File: src/pkg/phy_status_pkg.sv
package phy_status_pkg;

  // register addresses (5-bit management register numbers)
  localparam logic [4:0] cfg_reg_addr    = 5'h13;  // configuration register
  localparam logic [4:0] status_reg_addr = 5'h14;  // chip status register

  // chip status field positions
  localparam int unsigned st_link_pos   = 13;  // live link
  localparam int unsigned st_duplex_pos = 12;  // full duplex
  localparam int unsigned st_speed_pos  = 11;  // 100 Mbps
  localparam int unsigned st_aneg_pos   = 9;   // negotiation complete, latch high
  localparam int unsigned st_page_pos   = 8;   // page received, latch high
  localparam int unsigned st_lowv_pos   = 2;   // low supply fault

  // configuration field positions that take strap defaults
  localparam int unsigned cf_rptr_pos   = 13;  // repeater / dte mode
  localparam int unsigned cf_ltst_pos   = 8;   // link test disable
  localparam int unsigned cf_sym_pos    = 4;   // symbol / nibble mode
  localparam int unsigned cf_scr_pos    = 3;   // scrambler bypass
  localparam int unsigned cf_fx_pos     = 2;   // fiber select

  // reset values
  localparam logic [15:0] cfg_reset_val  = 16'h0000;  // before strap load
  localparam logic [15:0] cfg_write_mask = 16'h7FFD;  // reserved bits 15 and 1 stay 0

  // identical code words needed for a received page
  localparam logic [1:0] page_match_cnt = 2'h3;

  // event inputs from the physical layer
  typedef struct packed {
    logic link_up;     // live link state
    logic full_dup;    // resolved duplex
    logic speed_100;   // resolved speed
    logic aneg_done;   // negotiation finished pulse/level
    logic cw_valid;    // link code word strobe
    logic [15:0] cw;   // link code word value
    logic low_volt;    // undervoltage fault
  } phy_evt_t;

  // strap pins
  typedef struct packed {
    logic strap_pin_one;    // repeater mode
    logic strap_pin_two;    // symbol mode
    logic strap_pin_three;  // scrambler bypass
    logic strap_pin_four;   // fiber select
    logic link_test_strap;  // link test disable
    logic aneg_en;          // auto-negotiation enable strap
  } strap_t;

endpackage : phy_status_pkg

File: src/phy_chip_status.sv
module phy_chip_status
  import phy_status_pkg::*;
(
  input  wire logic        clk,        // 50 MHz device clock
  input  wire logic        rst_b,      // async reset, active low
  input  wire logic        clk_en,     // freezes all state when low
  input  wire phy_evt_t    evt,        // physical layer state, same clock
  input  wire strap_t      straps,     // strap pins, asynchronous
  input  wire logic        reg_rd,     // management read strobe, one cycle
  input  wire logic        reg_wr,     // management write strobe, one cycle
  input  wire logic [4:0]  reg_addr,   // management register number
  input  wire logic [15:0] reg_wdata,  // management write data
  output logic      [15:0] reg_rdata,  // read data, registered
  output logic      [15:0] cfg_out,    // configuration bits to the datapath
  output logic             fiber_sel   // 1 fiber interface, 0 twisted pair
);

  // strap synchroniser and capture
  strap_t       strap_s1_q, strap_s1_d;   // first sync stage
  strap_t       strap_s2_q, strap_s2_d;   // second sync stage
  logic         in_rst_q, in_rst_d;       // high until first edge after release
  // configuration and latched status
  logic [15:0]  cfg_q, cfg_d;             // configuration register
  logic         aneg_lh_q, aneg_lh_d;     // latch-high negotiation complete
  logic         page_lh_q, page_lh_d;     // latch-high page received
  logic [15:0]  last_cw_q, last_cw_d;     // previous code word
  logic [1:0]   cw_cnt_q, cw_cnt_d;       // identical word run length
  logic [15:0]  rdata_q, rdata_d;         // read data register
  logic [15:0]  status_w;                 // assembled status word
  logic         st_rd;                    // read of status register

  // address match used by reads and writes
  function automatic logic hit(input logic [4:0] a, input logic [4:0] r);
    hit = (a == r);
  endfunction

  // status word assembly, reserved bits zero
  always_comb begin
    status_w = 16'h0000;
    status_w[st_link_pos]   = evt.link_up;
    status_w[st_duplex_pos] = evt.full_dup;
    status_w[st_speed_pos]  = evt.speed_100;
    status_w[st_aneg_pos]   = aneg_lh_q;
    status_w[st_page_pos]   = page_lh_q;
    status_w[st_lowv_pos]   = evt.low_volt;
  end

  assign st_rd = reg_rd && hit(reg_addr, status_reg_addr);

  // strap sync next values
  always_comb begin
    strap_s1_d = straps;
    strap_s2_d = strap_s1_q;
  end

  // strap sync registers, no reset so the pins are tracked while reset is held
  always_ff @(posedge clk) begin
    if (clk_en) begin
      strap_s1_q <= strap_s1_d;
      strap_s2_q <= strap_s2_d;
    end
  end

  // configuration next value
  always_comb begin
    cfg_d    = cfg_q;
    in_rst_d = 1'b0;  // strap load happens once per release
    if (in_rst_q) begin
      cfg_d = cfg_reset_val;
      cfg_d[cf_rptr_pos] = strap_s2_q.strap_pin_one;
      cfg_d[cf_ltst_pos] = strap_s2_q.aneg_en ? 1'b0 : strap_s2_q.link_test_strap;
      cfg_d[cf_sym_pos]  = strap_s2_q.strap_pin_two;
      cfg_d[cf_scr_pos]  = strap_s2_q.strap_pin_three;
      cfg_d[cf_fx_pos]   = strap_s2_q.aneg_en ? 1'b0 : strap_s2_q.strap_pin_four;
    end else if (reg_wr && hit(reg_addr, cfg_reg_addr)) begin
      // software write, reserved bits forced low
      cfg_d = reg_wdata & cfg_write_mask;
    end
  end

  // latching status and code word matching
  always_comb begin
    aneg_lh_d = aneg_lh_q;
    page_lh_d = page_lh_q;
    last_cw_d = last_cw_q;
    cw_cnt_d  = cw_cnt_q;
    if (st_rd) begin
      aneg_lh_d = 1'b0;
      page_lh_d = 1'b0;
    end
    // code word run counting
    if (evt.cw_valid) begin
      last_cw_d = evt.cw;
      if (cw_cnt_q != 2'h0 && evt.cw == last_cw_q) begin
        cw_cnt_d = (cw_cnt_q == page_match_cnt) ? cw_cnt_q : cw_cnt_q + 2'h1;
      end else begin
        cw_cnt_d = 2'h1;
      end
    end
    if (evt.aneg_done) begin
      aneg_lh_d = 1'b1;
    end
    if (evt.cw_valid && cw_cnt_d == page_match_cnt && cw_cnt_q != page_match_cnt) begin
      page_lh_d = 1'b1;
    end
  end

  // read data next value
  always_comb begin
    rdata_d = rdata_q;
    if (reg_rd) begin
      if (hit(reg_addr, status_reg_addr)) begin
        rdata_d = status_w;
      end else if (hit(reg_addr, cfg_reg_addr)) begin
        rdata_d = cfg_q;
      end else begin
        rdata_d = 16'h0000;  // other registers live elsewhere
      end
    end
  end

  // main state registers
  always_ff @(posedge clk or negedge rst_b) begin
    if (!rst_b) begin
      cfg_q     <= cfg_reset_val;
      in_rst_q  <= 1'b1;
      aneg_lh_q <= 1'b0;
      page_lh_q <= 1'b0;
      last_cw_q <= 16'h0000;
      cw_cnt_q  <= 2'h0;
      rdata_q   <= 16'h0000;
    end else if (clk_en) begin
      cfg_q     <= cfg_d;
      in_rst_q  <= in_rst_d;
      aneg_lh_q <= aneg_lh_d;
      page_lh_q <= page_lh_d;
      last_cw_q <= last_cw_d;
      cw_cnt_q  <= cw_cnt_d;
      rdata_q   <= rdata_d;
    end
  end

  assign reg_rdata = rdata_q;
  assign cfg_out   = cfg_q;
  assign fiber_sel = cfg_q[cf_fx_pos];

  // live link in read data
  property p_link_live;
    @(posedge clk) disable iff (!rst_b)
      (clk_en && st_rd) |=> reg_rdata[st_link_pos] == $past(evt.link_up);
  endproperty
  a_link_live: assert property (p_link_live) else $error("link bit not live");

  property p_mode_bits;
    @(posedge clk) disable iff (!rst_b)
      (clk_en && st_rd) |=> reg_rdata[12:11] == {$past(evt.full_dup), $past(evt.speed_100)};
  endproperty
  a_mode_bits: assert property (p_mode_bits) else $error("mode bits wrong");

  property p_aneg_set;
    @(posedge clk) disable iff (!rst_b)
      (clk_en && evt.aneg_done) |=> aneg_lh_q;
  endproperty
  a_aneg_set: assert property (p_aneg_set) else $error("aneg not latched");

  property p_page_set;
    @(posedge clk) disable iff (!rst_b)
      (clk_en && evt.cw_valid && cw_cnt_q == 2'h2 && evt.cw == last_cw_q) |=> page_lh_q;
  endproperty
  a_page_set: assert property (p_page_set) else $error("page not latched");

  property p_lh_clear;
    @(posedge clk) disable iff (!rst_b)
      (clk_en && st_rd && !evt.aneg_done) |=> !aneg_lh_q;
  endproperty
  a_lh_clear: assert property (p_lh_clear) else $error("latch not cleared");

  property p_lh_hold;
    @(posedge clk) disable iff (!rst_b)
      (page_lh_q && !(clk_en && st_rd)) |=> page_lh_q;
  endproperty
  a_lh_hold: assert property (p_lh_hold) else $error("latch dropped early");

  property p_lowv;
    @(posedge clk) disable iff (!rst_b)
      (clk_en && st_rd) |=> reg_rdata[st_lowv_pos] == $past(evt.low_volt);
  endproperty
  a_lowv: assert property (p_lowv) else $error("low voltage bit wrong");

  property p_strap_load;
    @(posedge clk) disable iff (!rst_b)
      (clk_en && in_rst_q) |=> cfg_q[cf_rptr_pos] == $past(strap_s2_q.strap_pin_one)
        && cfg_q[cf_sym_pos] == $past(strap_s2_q.strap_pin_two)
        && cfg_q[cf_scr_pos] == $past(strap_s2_q.strap_pin_three);
  endproperty
  a_strap_load: assert property (p_strap_load) else $error("strap default wrong");

  property p_aneg_defaults;
    @(posedge clk) disable iff (!rst_b)
      (clk_en && in_rst_q && strap_s2_q.aneg_en) |=> !cfg_q[cf_ltst_pos] && !fiber_sel;
  endproperty
  a_aneg_defaults: assert property (p_aneg_defaults) else $error("aneg default not 0");

  property p_reserved;
    @(posedge clk) disable iff (!rst_b)
      (clk_en && st_rd) |=> (reg_rdata & 16'hC4FB) == 16'h0000;
  endproperty
  a_reserved: assert property (p_reserved) else $error("reserved bit set");

  property p_ltst_strap;
    @(posedge clk) disable iff (!rst_b)
      (clk_en && in_rst_q && !strap_s2_q.aneg_en)
        |=> cfg_q[cf_ltst_pos] == $past(strap_s2_q.link_test_strap);
  endproperty
  a_ltst_strap: assert property (p_ltst_strap) else $error("link test default wrong");

  property p_fx_strap;
    @(posedge clk) disable iff (!rst_b)
      (clk_en && in_rst_q && !strap_s2_q.aneg_en)
        |=> fiber_sel == $past(strap_s2_q.strap_pin_four);
  endproperty
  a_fx_strap: assert property (p_fx_strap) else $error("fiber default wrong");

  property p_fiber_wr;
    @(posedge clk) disable iff (!rst_b)
      (clk_en && !in_rst_q && reg_wr && hit(reg_addr, cfg_reg_addr))
        |=> fiber_sel == $past(reg_wdata[cf_fx_pos]);
  endproperty
  a_fiber_wr: assert property (p_fiber_wr) else $error("fiber select wrong");

  property p_cfg_wr;
    @(posedge clk) disable iff (!rst_b)
      (clk_en && !in_rst_q && reg_wr && hit(reg_addr, cfg_reg_addr))
        |=> cfg_q == ($past(reg_wdata) & cfg_write_mask);
  endproperty
  a_cfg_wr: assert property (p_cfg_wr) else $error("config write wrong");

  property p_status_ro;
    @(posedge clk) disable iff (!rst_b)
      (clk_en && !in_rst_q && reg_wr && hit(reg_addr, status_reg_addr)) |=> $stable(cfg_q);
  endproperty
  a_status_ro: assert property (p_status_ro) else $error("status write landed");

  property p_cfg_rd;
    @(posedge clk) disable iff (!rst_b)
      (clk_en && reg_rd && hit(reg_addr, cfg_reg_addr)) |=> reg_rdata == $past(cfg_q);
  endproperty
  a_cfg_rd: assert property (p_cfg_rd) else $error("config read wrong");

  property p_unmapped;
    @(posedge clk) disable iff (!rst_b)
      (clk_en && reg_rd && !hit(reg_addr, cfg_reg_addr) && !hit(reg_addr, status_reg_addr))
        |=> reg_rdata == 16'h0000;
  endproperty
  a_unmapped: assert property (p_unmapped) else $error("unmapped not zero");

  property p_page_early;
    @(posedge clk) disable iff (!rst_b)
      (!page_lh_q && !(clk_en && evt.cw_valid && cw_cnt_q == 2'h2 && evt.cw == last_cw_q))
        |=> !page_lh_q;
  endproperty
  a_page_early: assert property (p_page_early) else $error("page set early");

  property p_page_clear;
    @(posedge clk) disable iff (!rst_b)
      (clk_en && st_rd && !(evt.cw_valid && cw_cnt_q == 2'h2 && evt.cw == last_cw_q))
        |=> !page_lh_q;
  endproperty
  a_page_clear: assert property (p_page_clear) else $error("page not cleared");

  property p_aneg_hold;
    @(posedge clk) disable iff (!rst_b)
      (aneg_lh_q && !(clk_en && st_rd)) |=> aneg_lh_q;
  endproperty
  a_aneg_hold: assert property (p_aneg_hold) else $error("aneg dropped early");

  property p_freeze;
    @(posedge clk) disable iff (!rst_b)
      !clk_en |=> $stable(reg_rdata) && $stable(cfg_q)
        && $stable(aneg_lh_q) && $stable(page_lh_q);
  endproperty
  a_freeze: assert property (p_freeze) else $error("state moved while frozen");

endmodule : phy_chip_status

File: config.mk
export PLATFORM = sky130hd
export DESIGN_NAME = phy_chip_status
export DESIGN_NICKNAME = d
export VERILOG_FILES = /design/src/pkg/phy_status_pkg.sv /design/src/phy_chip_status.sv
export SDC_FILE = /design/constraint.sdc
export NUM_CORES = 1
export LEC_CHECK = 0
export BUFFER_PORTS_ARGS = -buffer_cell sky130_fd_sc_hd__buf_2
export CAP_MARGIN = 20
export CORE_UTILIZATION = 54
export DETAILED_ROUTE_END_ITERATION = 8
export PLACE_DENSITY = 0.84
export SYNTH_ARGS = -nofsm -noshare
export SYNTH_HDL_FRONTEND = slang
export SYNTH_SLANG_ARGS = --single-unit
File: constraint.sdc
create_clock -name clk -period 4.1 [get_ports clk]
set_input_delay 0.205 -clock clk [delete_from_list [all_inputs] [get_ports clk]]
set_output_delay 0.205 -clock clk [all_outputs]
set_load 0.01 [all_outputs]
==> out/qor.yml, run 1 <==
status: "complete, no violations"
drive_above_1_share: 0.477
cts_buffer_depth: 2
peakVddDrop_v: 0.000266
r2r_start: "in_rst_q"
p_leak_uw: 0.00170
period_share: 0.409
path_class: "in -> reg"
synthCells: 188
hold_viol_final: 0
worstHoldPathCells: 1
max-slew-margin-rel: 0.297
ant_nets: 0
cp_max_fo: 20
finalNonFillerCells: 344
ctsHtreeMaxLevel: 3
synth.avg_cell_area_um2: 14.4
ys.flop_type: "dfrtp_1"
min_from: "straps[4]"
antenna_cells: 0
crit_arrival_ns: 1.94
cts_tree: "yes"
antenna_found_initial: 0
route.vias.total: 1770
synth_edf_count: 12
grt_max_degree: 50
grt_pass1_wl_um: 8040
detailed_place_hpwl_um: 3510
worst_pin_slew_ns: 1.05
via_per_inst: 5.15
clkTransAtPathRegs_ns: 0.06
die_h_um: 72.7
grt_overflow_total: 0
core_um2: 4750
yosysWarnings: 0
synth_area_um2: 2700
startpoint: "clk_en"
drv_cap: 0
setup_viol: 0
initial_core_util: 0.568
detail_route.first_pass.iterations: 4
ff2ff_setup_slack_ns: 2.49
worstSetupEndpointType: "flip-flop"
power_density_nw_per_um2: 426
yosysUniqueCellTypes: 36
final_common_cell: "buf_2"
finClkSkew_ns: 0.00427
rsz0062_at_grt: "no"
required_ns: 4.36
grt_usage: 0.210
num_io_pins: 87
ys_ff_latch: 61
wl_per_cell_um: 14.6
r2r-end: "cfg_out[4]"
cts_post_setup_buffers_inserted: 0
ys_seq_area_frac: 0.587
slew_violations: 0
startpoint_type: "input port"
area_growth_pct: 23.1
cts.sinks: 61
reg2regPathDepth: 3
place_congestion: 0.766
placementRows: 25
clock_latency_ns: 0.33
fin_crit_ns: 1.68
fmax_ghz: 0.596
ys_async_sr_fraction: 0.803
cts_root_buf: "clkbuf_8"
layout_common_cells: "buf_2, dfrtp_1, mux2_2"
wirelength_um: 5020
tns_ns: 0
nets: 326
hold_end: "strap_s1_q[4]"
grt_pass1_vias: 1701
hp-class: "in -> reg"
drc_errors: 0
die-area_um2: 5290
dp.cells: 327
drtIter0Drc: 112
port_buffers: 80
chipWidth_um: 72.7
cts_buffers: 9
-- state kept, by name (all words and copies together) (netlist names) --
| signal | flops |
|---|---|
| aneg_lh_q | 1 |
| cfg_out | 14 |
| cw_cnt_q | 2 |
| in_rst_q | 1 |
| last_cw_q | 16 |
| page_lh_q | 1 |
| reg_rdata | 14 |
| strap_s1_q | 6 |
| strap_s2_q | 6 |
-- worst max-delay path, cell delays in order --
cell      delay [ns]
buf_2           0.43
nand4b_4        0.18
nor2_1          0.84
a222oi_1        0.17
inv_1           0.11
-- cell families after synthesis --
group,after synthesis,share of synthesized area
mux,32,0.147
other cells,1,0.00139
flops,61,0.588
simple gates,34,0.0968
compound gates,23,0.0736
xor+xnor,15,0.0486
buf+inv,22,0.0454
-- metal layers --
| layer | GRT usage | up-vias | wire, um |
|---|---|---|---|
| met2 | 0.329 | 53 | 2500 |
| met5 | 0 | - | 0 |
| met3 | 0.0470 | 14 | 214 |
| met1 | 0.265 | 868 | 2170 |
| met4 | 0.133 | 0 | 133 |
| li1 | - | 835 | - |
-- cells in the mapped netlist (2+ instances only) --
cell      count  area, um2
nand2_1       4       15.0
buf_2         5       25.0
inv_1        10       37.5
nor4_1        2       12.5
dfrtp_1      48       1200
buf_6         2       22.5
nand2b_1      2       12.5
a222oi_1      6       60.1
a22o_1        8       70.1
mux2_4       10        150
xor2_1       12        105
nand4_1       2       12.5
mux2_2       21        236
nor2b_1      11       68.8
nor2_1        4       15.0
nand3b_1      2       15.0
buf_4         5       37.5
o21ai_0       3       15.0
xnor2_1       3       26.3
edfxtp_1     12        360
-- layout make-up --
| type | instances | area [um2] |
|---|---|---|
| flip-flops and latches | 61 | 1590 |
| fillers | 368 | 1430 |
| multi-input cells | 108 | 1000 |
| repair buffers | 82 | 418 |
| clock buffers | 15 | 166 |
| well taps | 67 | 83.8 |
| inverters | 10 | 37.5 |
| clock inverters | 1 | 30.0 |
-- per-stage QoR --
stage | area, um2 | setup WS, ns | power, uW | hold WS [ns] | util
2_1_floorplan | 2710 | 2.66 | 826 | -0.0906 | -
3_3_place_gp | 3120 | 2.18 | 894 | 0.337 | 0.656
3_5_place_dp | 3120 | 2.11 | 904 | 0.346 | 0.656
4_1_cts | 3330 | 2.45 | 1430 | 0.0312 | 0.700
5_1_grt | 3330 | 2.27 | 1480 | 0.0276 | 0.700
6_report | 3330 | 2.42 | 1420 | 0.0456 | 0.700
-- power breakdown --
group          leakage (uW)  switching, uW  internal [uW]
clock             0.0000979            212            315
combinational      0.000866           80.3           98.9
sequential         0.000738           35.8            676
total               0.00170            329           1090
-- how the worst max path moves through the flow --
stage | endpoint | slack [ns] | cells after the start
floorplan | cfg_out[10] | 2.66 | 5
global placement | reg_rdata[8] | 2.18 | 5
detailed placement | reg_rdata[12] | 2.11 | 5
CTS | reg_rdata[2] | 2.45 | 5
global route | reg_rdata[11] | 2.27 | 5
finish | reg_rdata[2] | 2.42 | 5
-- timing repair --
item,4_1_cts,5_1_grt
hold buffers,1,0
gates resized for setup,0,0
endpoints found under the setup margin,0,0
hold endpoints to repair,37,0
Power figures use the tool's default switching activity.
==> inputs of run 2 (changes only) <==
Settings changed: CORE_UTILIZATION 54 to 50, PLACE_DENSITY 0.84 to 0.79.
Clock period 4.1 ns to 1.7 ns, I/O delays scaled along.
==> out/qor.yml, run 2 (synthesis gave the netlist of run 1 again) <==
cts_tree: "yes"
die_h_um: 75.5
dp_slack_ns: 0.192
tns_ns: 0
grt_pass1_vias: 1788
cts_root_buf: "clkbuf_8"
r2r_start: "in_rst_q"
crit_arrival_ns: 1.73
r2r-end: "cfg_out[7]"
cts.sinks: 61
multi_input_area_um2: 1000
hold_viol_final: 0
slowest_delay_ns: 0.67
fmax_ghz: 0.660
place_congestion: 0.772
antenna_cells: 0
cts_buffers: 9
max-slew-margin-rel: 0.638
hold_end: "last_cw_q[1]"
port_buffers: 80
drive_above_1_share: 0.471
placementRows: 26
grt_usage: 0.210
peakVddDrop_v: 0.000725
setup_viol: 0
rsz0062_at_grt: "no"
p_leak_uw: 0.00178
grt_max_degree: 28
hp-class: "in -> reg"
worstPathBufferInverterCount: 0
wirelength_um: 5430
clkTransAtPathRegs_ns: 0.07
ctsHtreeMaxLevel: 3
period_share: 0.892
cp_max_fo: 13
wl_per_cell_um: 15.0
drc_errors: 0
cts_buffer_depth: 2
core_um2: 5170
nets: 342
worst_pin_slew_ns: 0.543
die-area_um2: 5700
final_common_cell: "buf_2"
path_class: "reg -> reg"
required_ns: 1.92
drtIter0Drc: 130
grt_overflow_total: 0
grt_pass1_wl_um: 8430
worstSetupEndpointType: "flip-flop"
route.vias.total: 1846
slew_violations: 0
ff2ff_setup_slack_ns: 0.18
layout_common_cells: "buf_2, dfrtp_1, mux2_2"
detailed_place_hpwl_um: 3810
fin_crit_ns: 1.52
power_density_nw_per_um2: 983
status: "complete, no violations"
slowest_stage: "dfstp_2"
startpoint_type: "flip-flop"
worstHoldPathCells: 2
via_per_inst: 5.09
drv_cap: 0
num_io_pins: 87
clock_latency_ns: 0.34
reg2regPathDepth: 3
largest_register_ffs: 16
chipWidth_um: 75.5
path_cells: "o21bai_4, nand2_4, mux2_4"
ant_nets: 0
fillers: 391
area_growth_pct: 29.0
min_from: "evt[2]"
finClkSkew_ns: 0.00700
initial_core_util: 0.522
detail_route.first_pass.iterations: 4
fin_ws_ns: 0.184
path_delay_family: "flip-flops"
antenna_found_initial: 0
regMostFlops: "last_cw_q"
regArea_um2: 1590
[run 2: where the power goes]
group	switching, uW	total [uW]	leakage, uW	internal [uW]
clock network	537	1240	0.0000944	704
registers	85.6	1720	0.000738	1630
logic	207	469	0.000943	262
[run 2: worst max path at each step]
stage	from	endpoint	slack, ns	depth (start not counted)
final	in_rst_q	cfg_out[7]	0.18	3
after detailed placement	in_rst_q	cfg_out[7]	0.19	3
after global routing	last_cw_q[6]	cw_cnt_q[0]	0.11	4
after CTS	in_rst_q	cfg_out[7]	0.18	3
after global placement	last_cw_q[2]	cw_cnt_q[0]	0.25	4
after floorplan	in_rst_q	cfg_out[10]	0.26	5
[run 2: per-layer routing]
metal  global-route usage  vias up  part of all wire
met5                    0        -                 0
li1                     -      872                 -
met4                0.117        0             0.024
met1                0.254      899              0.41
met3               0.0503       14             0.050
met2                0.348       61              0.52
[run 2: cell type report]
| cell class | instances | area share |
|---|---|---|
| Sequential cell | 61 | 0.455 |
| Multi-Input combinational cell | 108 | 0.288 |
| Timing Repair Buffer | 98 | 0.166 |
| Clock buffer | 11 | 0.0406 |
| Tap cell | 70 | 0.0251 |
| Clock inverter | 5 | 0.0144 |
| Inverter | 10 | 0.0108 |
[run 2: stage by stage]
stage | cells | total power [uW] | instance area, um2 | hold slack, ns | utilization
2_1_floorplan | 191 | 1990 | 2710 | -0.211 | -
3_3_place_gp | 335 | 2170 | 3170 | 0.0919 | 0.614
3_5_place_dp | 335 | 2190 | 3170 | 0.0951 | 0.614
4_1_cts | 363 | 3460 | 3490 | 0.00143 | 0.674
5_1_grt | 363 | 3590 | 3490 | 0.0100 | 0.674
6_report | 363 | 3430 | 3490 | 0.0111 | 0.674
[run 2: repair_timing]
item,4_1_cts,5_1_grt
setup endpoints to repair,0,0
hold buffers,12,0
setup buffers,0,0
gates resized for setup,0,0
hold endpoints to repair,33,0
==> inputs of run 3 (changes only) <==
Settings changed: CORE_MARGIN set to 4, PLACE_DENSITY 0.79 to 0.81.
==> out/qor.yml, run 3 (synthesis gave the netlist of run 1 again) <==
status: "complete, no violations"
max-slew-margin-rel: 0.612
num_io_pins: 87
worst_pin_slew_ns: 0.582
p_leak_uw: 0.00179
power.total_uw: 3530
largest_register_ffs: 16
area_growth_pct: 30.1
drive_above_1_share: 0.471
power_density_nw_per_um2: 1000
route.vias.total: 1819
grt_overflow_total: 0
ctsHtreeMaxLevel: 3
layout_common_cells: "buf_2, dfrtp_1, mux2_2"
die-area_um2: 6650
finalNonFillerCells: 365
startpoint_type: "flip-flop"
rsz0062_at_grt: "no"
cts_buffer_depth: 2
grt_pass1_wl_um: 8740
tns_ns: 0
reg2regPathDepth: 4
chipWidth_um: 81.5
detail_route.first_pass.iterations: 4
ant_nets: 0
hp-class: "in -> reg"
peakVddDrop_v: 0.000817
required_ns: 1.92
placementRows: 26
initial_core_util: 0.522
cts_root_buf: "clkbuf_8"
worstSetupEndpointType: "flip-flop"
regMostFlops: "last_cw_q"
core_um2: 5170
cts_buffers: 9
nets: 344
finClkSkew_ns: 0.00700
ff2ff_setup_slack_ns: 0.21
grt_max_degree: 27
cp_max_fo: 3
fin_crit_ns: 1.49
slew_violations: 0
drtIter0Drc: 82
detailed_place_hpwl_um: 4130
drv_cap: 0
cts_tree: "yes"
port_buffers: 80
final_common_cell: "buf_2"
clock_latency_ns: 0.33
crit_arrival_ns: 1.71
wl_per_cell_um: 15.3
grt_pass1_vias: 1873
die_h_um: 81.5
r2r-end: "cw_cnt_q[0]"
period_share: 0.877
setup_viol: 0
antenna_found_initial: 0
min_from: "evt[1]"
r2r_start: "last_cw_q[2]"
clkTransAtPathRegs_ns: 0.07
via_per_inst: 4.98
drc_errors: 0
grt_usage: 0.181
hold_viol_final: 0
hold_end: "last_cw_q[0]"
cts.sinks: 61
dp.cells: 336
path_class: "reg -> reg"
wirelength_um: 5590
cts_resized: 0
antenna_cells: 0
place_congestion: 0.776
fmax_ghz: 0.671
worstHoldPathCells: 2
-- run 3: critical path, cell delays in order (launching register included) --
cell and delay (ns):
dfrtp_1 0.39, xor2_1 0.16, nor4_1 0.29, nand4_1 0.21, o31a_1 0.34
-- run 3: final cells by class --
class / count / area, um2
timing repair buffer: 100 / 596
multi-input combinational: 108 / 1000
clock inverter: 6 / 77.6
sequential: 61 / 1590
fill: 392 / 1660
clock buffer: 10 / 128
inverter: 10 / 37.5
tap: 70 / 87.6
-- run 3: worst max-delay path by stage --
stage | startpoint | to | slack, ns
floorplan | in_rst_q | cfg_out[10] | 0.26
global placement | last_cw_q[2] | cw_cnt_q[0] | 0.24
detailed placement | last_cw_q[2] | cw_cnt_q[0] | 0.20
CTS | last_cw_q[2] | cw_cnt_q[0] | 0.19
global route | last_cw_q[2] | cw_cnt_q[0] | 0.09
finish | last_cw_q[2] | cw_cnt_q[0] | 0.21
-- run 3: report_power, final --
group | internal, uW | total (uW) | switching, uW
clock | 811 | 1350 | 535
combinational | 266 | 469 | 204
sequential | 1630 | 1720 | 88.3
total | 2710 | 3530 | 826
-- run 3: through the flow --
step / hold WS [ns] / area (um2) / util / setup slack (ns)
after CTS: 0.000898 / 3510 / 0.678 / 0.192
after floorplan: -0.211 / 2710 / - / 0.260
after global routing: 0.00270 / 3520 / 0.680 / 0.0861
final: 0.0149 / 3520 / 0.680 / 0.210
after detailed placement: 0.115 / 3180 / 0.615 / 0.200
after global placement: 0.101 / 3180 / 0.615 / 0.239
-- run 3: per-layer routing --
layer / share of wire / up-vias / GRT usage
met3: 0.066 / 10 / 0.0395
met4: 0.021 / 0 / 0.111
met5: 0 / - / 0
li1: - / 870 / -
met1: 0.41 / 873 / 0.214
met2: 0.50 / 66 / 0.298
-- run 3: what timing repair did --
| item | CTS | global route |
|---|---|---|
| hold buffers | 12 | 1 |
| hold endpoints to repair | 34 | 1 |
| setup buffers | 0 | 0 |
